## src/shared/eirq_pkg.sv

```systemverilog
// Constants for the external request capture block.
package eirq_pkg;
   // ==================================================
   // Register addresses and pages
   localparam logic [7:0] EIRQ_CFG_ADDR = 8'he4;
   localparam logic [7:0] EIRQ_CFG_PAGE = 8'h0f;
   localparam logic [7:0] EIRQ_PRIO2_ADDR = 8'hf7;
   localparam logic [7:0] EIRQ_TCTL_ADDR = 8'h88;
   // ==================================================
   // Reset values
   localparam logic [7:0] EIRQ_CFG_RST = 8'h00;
   localparam logic [7:0] EIRQ_PRIO2_RST = 8'h00;
   localparam logic [1:0] EIRQ_MODE_RST = 2'h0;
   // ==================================================
   // Configuration register fields
   localparam int EIRQ_B_POL_BIT = 7;
   localparam int EIRQ_B_SEL_LSB = 4;
   localparam int EIRQ_A_POL_BIT = 3;
   localparam int EIRQ_A_SEL_LSB = 0;
   localparam int EIRQ_SEL_W = 3;
   // ==================================================
   // Timer control register fields
   localparam int EIRQ_A_EDGE_BIT = 0;
   localparam int EIRQ_A_PEND_BIT = 1;
   localparam int EIRQ_B_EDGE_BIT = 2;
   localparam int EIRQ_B_PEND_BIT = 3;
   // ==================================================
   // Second priority register fields
   localparam int EIRQ_PT5_BIT = 7;
   localparam int EIRQ_PT4_BIT = 6;
   localparam int EIRQ_PCMP_BIT = 5;
   localparam int EIRQ_PCA1_BIT = 4;
   localparam int EIRQ_PSER1_BIT = 3;
   localparam int EIRQ_PMATCH_BIT = 2;
   localparam int EIRQ_PCAN_BIT = 1;
   localparam int EIRQ_PREG_BIT = 0;
endpackage

```

## src/shared/eirq_if.sv

```systemverilog
// Link between the register block and one request detector.
`timescale 1ns/10ps
interface eirq_if;
   logic level;
   logic polarity;
   logic edge_mode;
   logic ack;
   logic wr_en;
   logic wr_val;
   logic pending;
   modport ctl (output level, output polarity, output edge_mode, output ack,
      output wr_en, output wr_val, input pending);
   modport det (input level, input polarity, input edge_mode, input ack,
      input wr_en, input wr_val, output pending);
endinterface

```

## src/rtl/eirq_detect.sv

```systemverilog
// Pending flag logic for one external request input.
`timescale 1ns/10ps
module eirq_detect
   import eirq_pkg::*;
(
   input wire logic mclk,
   input wire logic nrst,
   eirq_if.det ch
);
   logic active;
   logic prev_active;

   // ==================================================
   // Active level and edge history.
   assign active = ~(ch.level ^ ch.polarity);

   // Previous level starts as active so that reset never looks like an edge.
   always_ff @(posedge mclk or negedge nrst)
   begin
      if (!nrst)
      begin
         prev_active <= 1'b1;
      end
      else
      begin
         prev_active <= active;
      end
   end

   // ==================================================
   // Pending flag; a fresh edge wins over any clear.
   always_ff @(posedge mclk or negedge nrst)
   begin
      if (!nrst)
      begin
         ch.pending <= 1'b0;
      end
      else if (!ch.edge_mode)
      begin
         ch.pending <= active;
      end
      else if (active && !prev_active)
      begin
         ch.pending <= 1'b1;
      end
      else if (ch.ack)
      begin
         ch.pending <= 1'b0;
      end
      else if (ch.wr_en)
      begin
         ch.pending <= ch.wr_val;
      end
   end

   // ==================================================
   // Checks.
   level_follow_a: assert property (@(posedge mclk) disable iff (!nrst)
      !ch.edge_mode |=> ch.pending == $past(active))
      else $error("level mode flag does not follow the input");
   edge_set_a: assert property (@(posedge mclk) disable iff (!nrst)
      ch.edge_mode && active && !prev_active |=> ch.pending)
      else $error("edge did not set the pending flag");
   ack_clear_a: assert property (@(posedge mclk) disable iff (!nrst)
      ch.edge_mode && ch.ack && !(active && !prev_active) |=> !ch.pending)
      else $error("vector acknowledge did not clear the flag");
   edge_hold_a: assert property (@(posedge mclk) disable iff (!nrst)
      ch.edge_mode && $past(ch.edge_mode) && !ch.ack && !ch.wr_en && !(active && !prev_active)
      |=> ch.pending == $past(ch.pending))
      else $error("edge mode flag changed without cause");
   edge_seen_c: cover property (@(posedge mclk) disable iff (!nrst)
      ch.edge_mode && active && !prev_active ##1 ch.ack ##1 !ch.pending);
   level_seen_c: cover property (@(posedge mclk) disable iff (!nrst)
      !ch.edge_mode && active ##1 ch.pending);
endmodule

```

## src/rtl/eirq_top.sv

```systemverilog
// Register block, pin routing and pending flags for two external requests.
`timescale 1ns/10ps

//
// Contract
// - Priority-two register at 0xF7, all pages, zero reset.
// - Priority bits map to eight named sources.
// - Polarity bit: zero low, one high.
// - Edge-mode bit: one edge, zero level.
// - Pin select codes route port-one pins 0-7.
// - Pin monitoring never disturbs the pin.
// - Pending flags at timer control bits 1, 3.
// - Edge flag clears when processor vectors.
// - Level flag mirrors active input level.
// - Config register 0xE4, page 0x0F, zero reset.
// - Config layout: polarities 7,3; selects 6:4,2:0.
module eirq_top
   import eirq_pkg::*;
(
   input wire logic mclk,
   input wire logic nrst,
   input wire logic [7:0] p1_pin,
   input wire logic [7:0] sfr_addr,
   input wire logic [7:0] sfr_page,
   input wire logic sfr_wr,
   input wire logic sfr_rd,
   input wire logic [7:0] sfr_wdata,
   output logic [7:0] sfr_rdata,
   input wire logic vec_ack_a,
   input wire logic vec_ack_b,
   output logic ext_request_a,
   output logic ext_request_b,
   output logic timer_five_prio,
   output logic timer_four_prio,
   output logic comparator_prio,
   output logic counter_array_one_prio,
   output logic serial_one_prio,
   output logic port_match_prio,
   output logic can_ctrl_prio,
   output logic regulator_dropout_prio
);
   logic [7:0] pin_meta;
   logic [7:0] pin_sync;
   logic [7:0] ext_irq_pin_config;
   logic [7:0] extended_priority_two;
   logic req_a_edge_mode;
   logic req_b_edge_mode;
   logic cfg_hit;
   logic prio_hit;
   logic tctl_hit;
   logic [7:0] next_rdata;
   logic req_a_polarity;
   logic req_b_polarity;
   logic [2:0] req_a_pin_select;
   logic [2:0] req_b_pin_select;

   eirq_if ch_a ();
   eirq_if ch_b ();

   // ==================================================
   // Helpers.
   function automatic logic pin_pick(input logic [7:0] pins, input logic [2:0] sel);
      pin_pick = pins[sel];
   endfunction

   function automatic logic addr_is(input logic [7:0] addr, input logic [7:0] want);
      addr_is = (addr == want);
   endfunction

   // ==================================================
   // Address decode.
   assign cfg_hit = addr_is(sfr_addr, EIRQ_CFG_ADDR) && addr_is(sfr_page, EIRQ_CFG_PAGE);
   assign prio_hit = addr_is(sfr_addr, EIRQ_PRIO2_ADDR);
   assign tctl_hit = addr_is(sfr_addr, EIRQ_TCTL_ADDR);

   // ==================================================
   // Pin synchronisers; pins are only sampled, never driven.
   always_ff @(posedge mclk or negedge nrst)
   begin
      if (!nrst)
      begin
         pin_meta <= 8'h00;
         pin_sync <= 8'h00;
      end
      else
      begin
         pin_meta <= p1_pin;
         pin_sync <= pin_meta;
      end
   end

   // ==================================================
   // Configuration register.
   always_ff @(posedge mclk or negedge nrst)
   begin
      if (!nrst)
      begin
         ext_irq_pin_config <= EIRQ_CFG_RST;
      end
      else if (sfr_wr && cfg_hit)
      begin
         ext_irq_pin_config <= sfr_wdata;
      end
   end

   assign req_b_polarity = ext_irq_pin_config[EIRQ_B_POL_BIT];
   assign req_b_pin_select = ext_irq_pin_config[EIRQ_B_SEL_LSB +: EIRQ_SEL_W];
   assign req_a_polarity = ext_irq_pin_config[EIRQ_A_POL_BIT];
   assign req_a_pin_select = ext_irq_pin_config[EIRQ_A_SEL_LSB +: EIRQ_SEL_W];

   // ==================================================
   // Second priority register.
   always_ff @(posedge mclk or negedge nrst)
   begin
      if (!nrst)
      begin
         extended_priority_two <= EIRQ_PRIO2_RST;
      end
      else if (sfr_wr && prio_hit)
      begin
         extended_priority_two <= sfr_wdata;
      end
   end

   assign timer_five_prio = extended_priority_two[EIRQ_PT5_BIT];
   assign timer_four_prio = extended_priority_two[EIRQ_PT4_BIT];
   assign comparator_prio = extended_priority_two[EIRQ_PCMP_BIT];
   assign counter_array_one_prio = extended_priority_two[EIRQ_PCA1_BIT];
   assign serial_one_prio = extended_priority_two[EIRQ_PSER1_BIT];
   assign port_match_prio = extended_priority_two[EIRQ_PMATCH_BIT];
   assign can_ctrl_prio = extended_priority_two[EIRQ_PCAN_BIT];
   assign regulator_dropout_prio = extended_priority_two[EIRQ_PREG_BIT];

   // ==================================================
   // Timer control mode bits.
   always_ff @(posedge mclk or negedge nrst)
   begin
      if (!nrst)
      begin
         {req_b_edge_mode, req_a_edge_mode} <= EIRQ_MODE_RST;
      end
      else if (sfr_wr && tctl_hit)
      begin
         req_a_edge_mode <= sfr_wdata[EIRQ_A_EDGE_BIT];
         req_b_edge_mode <= sfr_wdata[EIRQ_B_EDGE_BIT];
      end
   end

   // ==================================================
   // Detector channels.
   assign ch_a.level = pin_pick(pin_sync, req_a_pin_select);
   assign ch_a.polarity = req_a_polarity;
   assign ch_a.edge_mode = req_a_edge_mode;
   assign ch_a.ack = vec_ack_a;
   assign ch_a.wr_en = sfr_wr && tctl_hit;
   assign ch_a.wr_val = sfr_wdata[EIRQ_A_PEND_BIT];

   assign ch_b.level = pin_pick(pin_sync, req_b_pin_select);
   assign ch_b.polarity = req_b_polarity;
   assign ch_b.edge_mode = req_b_edge_mode;
   assign ch_b.ack = vec_ack_b;
   assign ch_b.wr_en = sfr_wr && tctl_hit;
   assign ch_b.wr_val = sfr_wdata[EIRQ_B_PEND_BIT];

   eirq_detect u_det_a
   (
      .mclk(mclk),
      .nrst(nrst),
      .ch(ch_a)
   );

   eirq_detect u_det_b
   (
      .mclk(mclk),
      .nrst(nrst),
      .ch(ch_b)
   );

   assign ext_request_a = ch_a.pending;
   assign ext_request_b = ch_b.pending;

   // ==================================================
   // Read data mux; unmapped addresses read zero.
   always_comb
   begin
      next_rdata = 8'h00;
      if (cfg_hit)
      begin
         next_rdata = ext_irq_pin_config;
      end
      else if (prio_hit)
      begin
         next_rdata = extended_priority_two;
      end
      else if (tctl_hit)
      begin
         next_rdata[EIRQ_A_EDGE_BIT] = req_a_edge_mode;
         next_rdata[EIRQ_A_PEND_BIT] = ch_a.pending;
         next_rdata[EIRQ_B_EDGE_BIT] = req_b_edge_mode;
         next_rdata[EIRQ_B_PEND_BIT] = ch_b.pending;
      end
   end

   always_ff @(posedge mclk or negedge nrst)
   begin
      if (!nrst)
      begin
         sfr_rdata <= 8'h00;
      end
      else if (sfr_rd)
      begin
         sfr_rdata <= next_rdata;
      end
   end

   // ==================================================
   // Checks.
   prio_write_a: assert property (@(posedge mclk) disable iff (!nrst)
      sfr_wr && addr_is(sfr_addr, EIRQ_PRIO2_ADDR) |=> extended_priority_two == $past(sfr_wdata))
      else $error("priority register write lost");

   prio_map_a: assert property (@(posedge mclk) disable iff (!nrst)
      sfr_wr && prio_hit |=> timer_five_prio == $past(sfr_wdata[7])
      && regulator_dropout_prio == $past(sfr_wdata[0])
      && port_match_prio == $past(sfr_wdata[2]))
      else $error("priority outputs do not match written bits");

   cfg_page_a: assert property (@(posedge mclk) disable iff (!nrst)
      sfr_wr && addr_is(sfr_addr, EIRQ_CFG_ADDR) && !addr_is(sfr_page, EIRQ_CFG_PAGE)
      |=> $stable(ext_irq_pin_config))
      else $error("configuration written from wrong page");

   cfg_write_a: assert property (@(posedge mclk) disable iff (!nrst)
      sfr_wr && cfg_hit |=> ext_irq_pin_config == $past(sfr_wdata))
      else $error("configuration write lost");

   pin_route_a: assert property (@(posedge mclk) disable iff (!nrst)
      $stable(ext_irq_pin_config) && $past($stable(ext_irq_pin_config))
      |-> ch_a.level == $past(p1_pin[req_a_pin_select], 2))
      else $error("request a routed from wrong pin");

   level_pol_a: assert property (@(posedge mclk) disable iff (!nrst)
      !req_b_edge_mode && $stable(req_b_polarity) && $stable(req_b_edge_mode)
      |=> ext_request_b == ($past(req_b_polarity) ? $past(ch_b.level) : !$past(ch_b.level)))
      else $error("request b polarity not applied");

   pend_read_a: assert property (@(posedge mclk) disable iff (!nrst)
      sfr_rd && tctl_hit |=> sfr_rdata[1] == $past(ext_request_a)
      && sfr_rdata[3] == $past(ext_request_b))
      else $error("pending flags read from wrong bits");

   unmapped_a: assert property (@(posedge mclk) disable iff (!nrst)
      sfr_rd && !cfg_hit && !prio_hit && !tctl_hit |=> sfr_rdata == 8'h00)
      else $error("unmapped read not zero");

   prio_cov_c: cover property (@(posedge mclk) disable iff (!nrst)
      sfr_wr && prio_hit ##1 sfr_rd && prio_hit);
   cfg_cov_c: cover property (@(posedge mclk) disable iff (!nrst)
      sfr_wr && cfg_hit && sfr_wdata[7]);
   ack_cov_c: cover property (@(posedge mclk) disable iff (!nrst)
      ext_request_b && req_b_edge_mode && vec_ack_b ##1 !ext_request_b);
endmodule

```

## config.mk

```make
export PLATFORM = sky130hd
export DESIGN_NAME = eirq_top
export DESIGN_NICKNAME = d
export VERILOG_FILES = /design/src/shared/eirq_pkg.sv /design/src/shared/eirq_if.sv /design/src/rtl/eirq_detect.sv /design/src/rtl/eirq_top.sv
export SDC_FILE = /design/constraint.sdc
export NUM_CORES = 1
export LEC_CHECK = 0
export ABC_AREA = 1
export BUFFER_PORTS_ARGS = -buffer_cell sky130_fd_sc_hd__buf_2
export CAP_MARGIN = 20
export CORE_MARGIN = 2
export CORE_UTILIZATION = 56
export DETAILED_ROUTE_END_ITERATION = 10
export GPL_TIMING_DRIVEN = 0
export PLACE_DENSITY = 0.84
export SYNTH_ARGS = -nofsm -noshare
export SYNTH_HDL_FRONTEND = slang
export SYNTH_SLANG_ARGS = --single-unit
```

## constraint.sdc

```tcl
create_clock -name mclk -period 2.9 [get_ports mclk]
set_input_delay 0.145 -clock mclk [delete_from_list [all_inputs] [get_ports mclk]]
set_output_delay 0.145 -clock mclk [all_outputs]
set_load 0.02 [all_outputs]
```

---- Word level (Yosys, flattened, before mapping) ----
Cells that the tools add are included.
operators by class
  $lt $le $gt $ge ......................... 2
  equal/unequal tests ..................... 6
  muxes and demuxes ....................... 16
  bitwise logic cells ..................... 4
  reduce and logical (&&, ||, !) cells .... 8
operators with widths
  kind                number
  $eq 8x8->1 const B  3
  $mux 4              3
  $mux 1              10
  $eq 8x4->1 const B  1
  $lt 3x4->1 const B  2
  $mux 8              1
  $ne 4x2->1 const B  2
  $bmux 1 s3          2
  $logic_and 1x1->1   6
  $logic_not 1->1     2
  $not 1->1           2
  $xor 1x1->1         2
storage, ports and cells
  flip-flop bits (word level) ............. 46
  input port bits ......................... 38
  output and inout port bits .............. 18
  word-level logic and storage cells ...... 47

---- Longest topological paths before layout ----
  word-level depth ........................ 7
  mapped depth ............................ 10
  mapped depth without buffers ............ 10

---- By module ----
Synthesis repeated with hierarchy kept, for this count alone.
unflattened totals
  cell total of the unflattened synthesis .. 257
  area, all modules ....................... 2127.0 µm²
by module, submodules not included
  module       times used  cells an instance  area each (µm²)  sequential area each (µm²)
  eirq_top     1           221                1889.3           1051.0
  eirq_detect  2           18                 118.9            51.3

---- Worst setup path before layout ----
OpenSTA, ideal clock, no wires.
  path type ............................... flip-flop to flip-flop
  from .................................... register ext_irq_pin_config[0]
  to ...................................... register u_det_a.ch.pending
  setup time .............................. 0.117 ns
  data arrival time ....................... 1.067 ns
  data required time ...................... 2.783 ns
  slack ................................... 1.716 ns
  stages on the path, launching flop included .. 11
  buffers on the path ..................... 0
  clock period less this slack ............ 1.184 ns
  cell sequence ........................... dfrtp_1 > inv_1 > nand2_1 > nand3_1 > nand3_1 > nand2_1 > nand2_1 > nand3_1 > nand2_1 > nand2_1 > nand2_1
between the ends
  longest elaborated chain between the ends .. 7
  elaborated cells on any way between the ends .. 8
RTL lines
  item                              line               text
  start: declaration                eirq_top.sv:44     logic [7:0] ext_irq_pin_config;
  start signal: assignment          eirq_top.sv:102    ext_irq_pin_config <= sfr_wdata;
  $bmux 1 s3 (*)                    eirq_top.sv:63     pin_pick = pins[sel];
  $mux 1 (implied by the code) (*)  eirq_top.sv:63
  $xor 1x1->1 (*)                   eirq_detect.sv:15  assign active = ~(ch.level ^ ch.polarity);
  $not 1->1 (*)                     eirq_detect.sv:15
  $logic_and 1x1->1                 eirq_detect.sv:42  else if (active && !prev_active)
  $mux 1                            eirq_detect.sv:42
  $mux 1                            eirq_detect.sv:38  else if (!ch.edge_mode)
  end signal: assignment            eirq_detect.sv:40  ch.pending <= active;
  end signal: assignment            eirq_detect.sv:52  ch.pending <= ch.wr_val;
  end: declaration                  eirq_if.sv:14      input wr_en, input wr_val, output pending);
Mark *: on every way between the ends. The rest lies on a longest branch, timed or not. The select of a mux whose other input is x is not followed.
A chain may end at the register's enable or synchronous reset.

---- Final worst setup path ----
Ends and elaborated chain as after synthesis.

==> summary.txt <==
Critical Path Sink Type: register
Final Cell Area: 2614 sq um
status: completed
grt met1 use: 0.2851
Clk pin slew, worst setup/hold paths: 0.08 ns
Avg Vias per Cell: 5.103
Final nets: 337
P_leak: 1.331 nW
layout cell share with drive strength beyond 1: 0.2900
most frequent cells in the layout: buf_2, nand2_1, dfrtp_1
grt ovf: 0
clock network fraction of design power: 0.320
antenna violations before repair: 0
commonest non-fill, non-tap cell in the layout: buf_2
crit-path max FO: 6
DRC violations left: 0
Die H: 64.92 um
M3 GR Usage: 0.05035
average wire per standard cell: 12.75 um
RSZ-0062 raised after global routing: false
area occupied by multi-input gates: 765.7 sq um
r2r endpoint: u_det_a.ch.pending
final worst-path cycle share: 0.4722
Worst VDD drop: 0.3401 mV
startpoint types: register
Worst Path Required: 3.10 ns
critical path arrival: 1.57 ns
final setup violation count: 0
Highest Clock Rate: 730.2 MHz
Core ar.: 3606 sq um
share of power burned in registers: 0.565
Avg Inst Size Synth: 9.155 sq um
initial core utilization: 0.5763
largest net degree at the start of global routing: 47
Cells after Synth: 227
clk buf depth: 2
Port Buffer Count: 55
initial drt markers: 127
drt total wl: 4.437 mm
die width: 64.92 um
Clock Latency Late Sink: 0.30 ns
fillers: 284
Mapped Nets: 265
Net Switching: 0.3132 mW
DPL Wire Length: 3.372 mm
FF-to-FF path depth: 10
final hold violations: 0
DP Area: 2414 sq um
Fin Clk Skew: 0.003522 ns
Worst-Margin Slew: 0.4024 ns
Placer Congestion: 0.8774
Site Rows: 22
die area: 4215 sq um
Sw Ratio: 0.2584
First-pass DRT Iterations: 4
GR peak layer: met2
fin util: 0.7248
register area share after synthesis: 0.5551
Overall Global Routing Usage: 0.2362
#FFs+latches synth: 46
first-pass GRT wire length: 7.410 mm
internal cell power: 0.8988 mW
crit path to: u_det_a.ch.pending
CTS root buf: clkbuf_8
WS Path Type: reg2reg
CP Launch Point: ext_irq_pin_config[0]
worst min path class: in2reg
clock tree from TritonCTS: built
clock sink count: 46
Yosys cell types: 26
Post-Synthesis Cell Area: 2078 sq um
P per Cell Area: 463.7 nW/um^2
Max-cap violations: 0
vias in the first global route: 1667
Slew headroom: 0.7318
H-tree Lvls: 2
post-route ant nets: 0
met2 usage: 0.4072
FF/Latch Area: 1154 sq um
post-CTS setup buffer count: 0
Diodes inserted: 0
minimum clock period: 1.370 ns
worst flop-to-flop path startpoint: ext_irq_pin_config[0]
Logic pwr share: 0.115
routed vias: 1776
Synthesis Warnings: 0
Ports: 56
setup TNS: 0 ns
reg2reg setup slack: 1.53 ns
CTS buffer count: 5
Final Max Tran Viols: 0
area growth from synthesis to layout: 25.77%
cell type report:
type,instances,area share
plain buffers,4,0.01771
clock buffers,5,0.02633
clock inverters,3,0.008138
inverters,30,0.04308
multi-input cells,147,0.2930
flip-flops and latches,46,0.4414
well taps,48,0.02298
repair buffers,65,0.1474
worst max-delay path: stages, from the launching register on:
cell,delay (ns)
dfrtp_1,0.43
inv_1,0.18
nand2_1,0.08
nand3_1,0.07
nand3_1,0.09
nand2_1,0.07
nand2_1,0.07
nand3_1,0.11
nand2_1,0.06
nand2_1,0.06
nand2_1,0.05
through the flow:
stage,cells,total power [mW],hold WS (ns),setup slack [ns]
finish,348,1.212,0.06356,1.530
floorplan,227,0.7551,-0.1506,1.716
CTS,346,1.218,0.02031,1.525
global placement,330,0.8199,0.2523,1.599
detailed placement,330,0.8258,0.2543,1.533
global route,348,1.263,0.07821,1.339
power by group through the flow:
stage / sequential (mW) / clock (mW) / combinational (mW)
floorplan: 0.714 / 0 / 0.0413
global placement: 0.696 / 0 / 0.123
detailed placement: 0.698 / 0 / 0.128
CTS: 0.685 / 0.397 / 0.136
global route: 0.689 / 0.419 / 0.156
finish: 0.685 / 0.388 / 0.139
timing repair:
action,CTS,global route
endpoints found under the hold margin,8,44
hold buffers,8,1
gates resized for setup,0,0
cell usage after synthesis:
master    number  area share
a21oi_1        6       0.014
and2_1         2      0.0060
and3_1         1      0.0030
buf_12         1      0.0096
buf_6          2       0.011
clkbuf_1       1      0.0018
dfrtp_1       44        0.53
dfstp_2        2       0.025
inv_1         28       0.051
inv_2          2      0.0036
nand2_1       49       0.089
nand2_2        2      0.0060
nand3_1       25       0.060
nand3_2        1      0.0048
nand3_4        1      0.0084
nand3b_1       1      0.0036
nand4_1        3      0.0090
nor2_1        20       0.036
nor2_2         1      0.0030
nor2_4         1      0.0054
nor3_2         1      0.0048
nor3b_4        1      0.0090
o21ai_0       14       0.034
o21ai_1        2      0.0048
o21ai_2        8       0.034
o22a_1         8       0.034
flip-flops by register name, summed over array words and instances, names as in the netlist:
signal and cells:
ch_a.edge_mode 1, ext_irq_pin_config 8, ch_b.edge_mode 1, pin_sync 8, pin_meta 8, sfr_rdata 8, u_det_a.ch.pending 1, u_det_b.ch.pending 1
u_det_a.prev_active 1, extended_priority_two 8, u_det_b.prev_active 1
metal layers:
metal / share of wire / vias up
li1: - / 889
met5: 0 / -
met1: 0.41 / 842
met3: 0.040 / 10
met4: 0.021 / 0
met2: 0.52 / 35
worst min path at each step:
stage	startpoint	end	slack [ns]	depth (start not counted)
floorplan	nrst	ch_a.edge_mode	-0.15	0
global placement	p1_pin[0]	pin_meta[0]	0.25	1
CTS	nrst	ch_b.edge_mode	0.02	1
global route	sfr_wdata[5]	ext_irq_pin_config[5]	0.08	3
detailed placement	p1_pin[3]	pin_meta[3]	0.25	1
finish	sfr_wdata[5]	ext_irq_pin_config[5]	0.06	3
logic make-up after synthesis:
kind of cell    share of synthesized area
flops                              0.5551
simple gates                       0.2481
buf+inv                           0.07646
compound gates                     0.1204
Power figures use the tool's default switching activity.
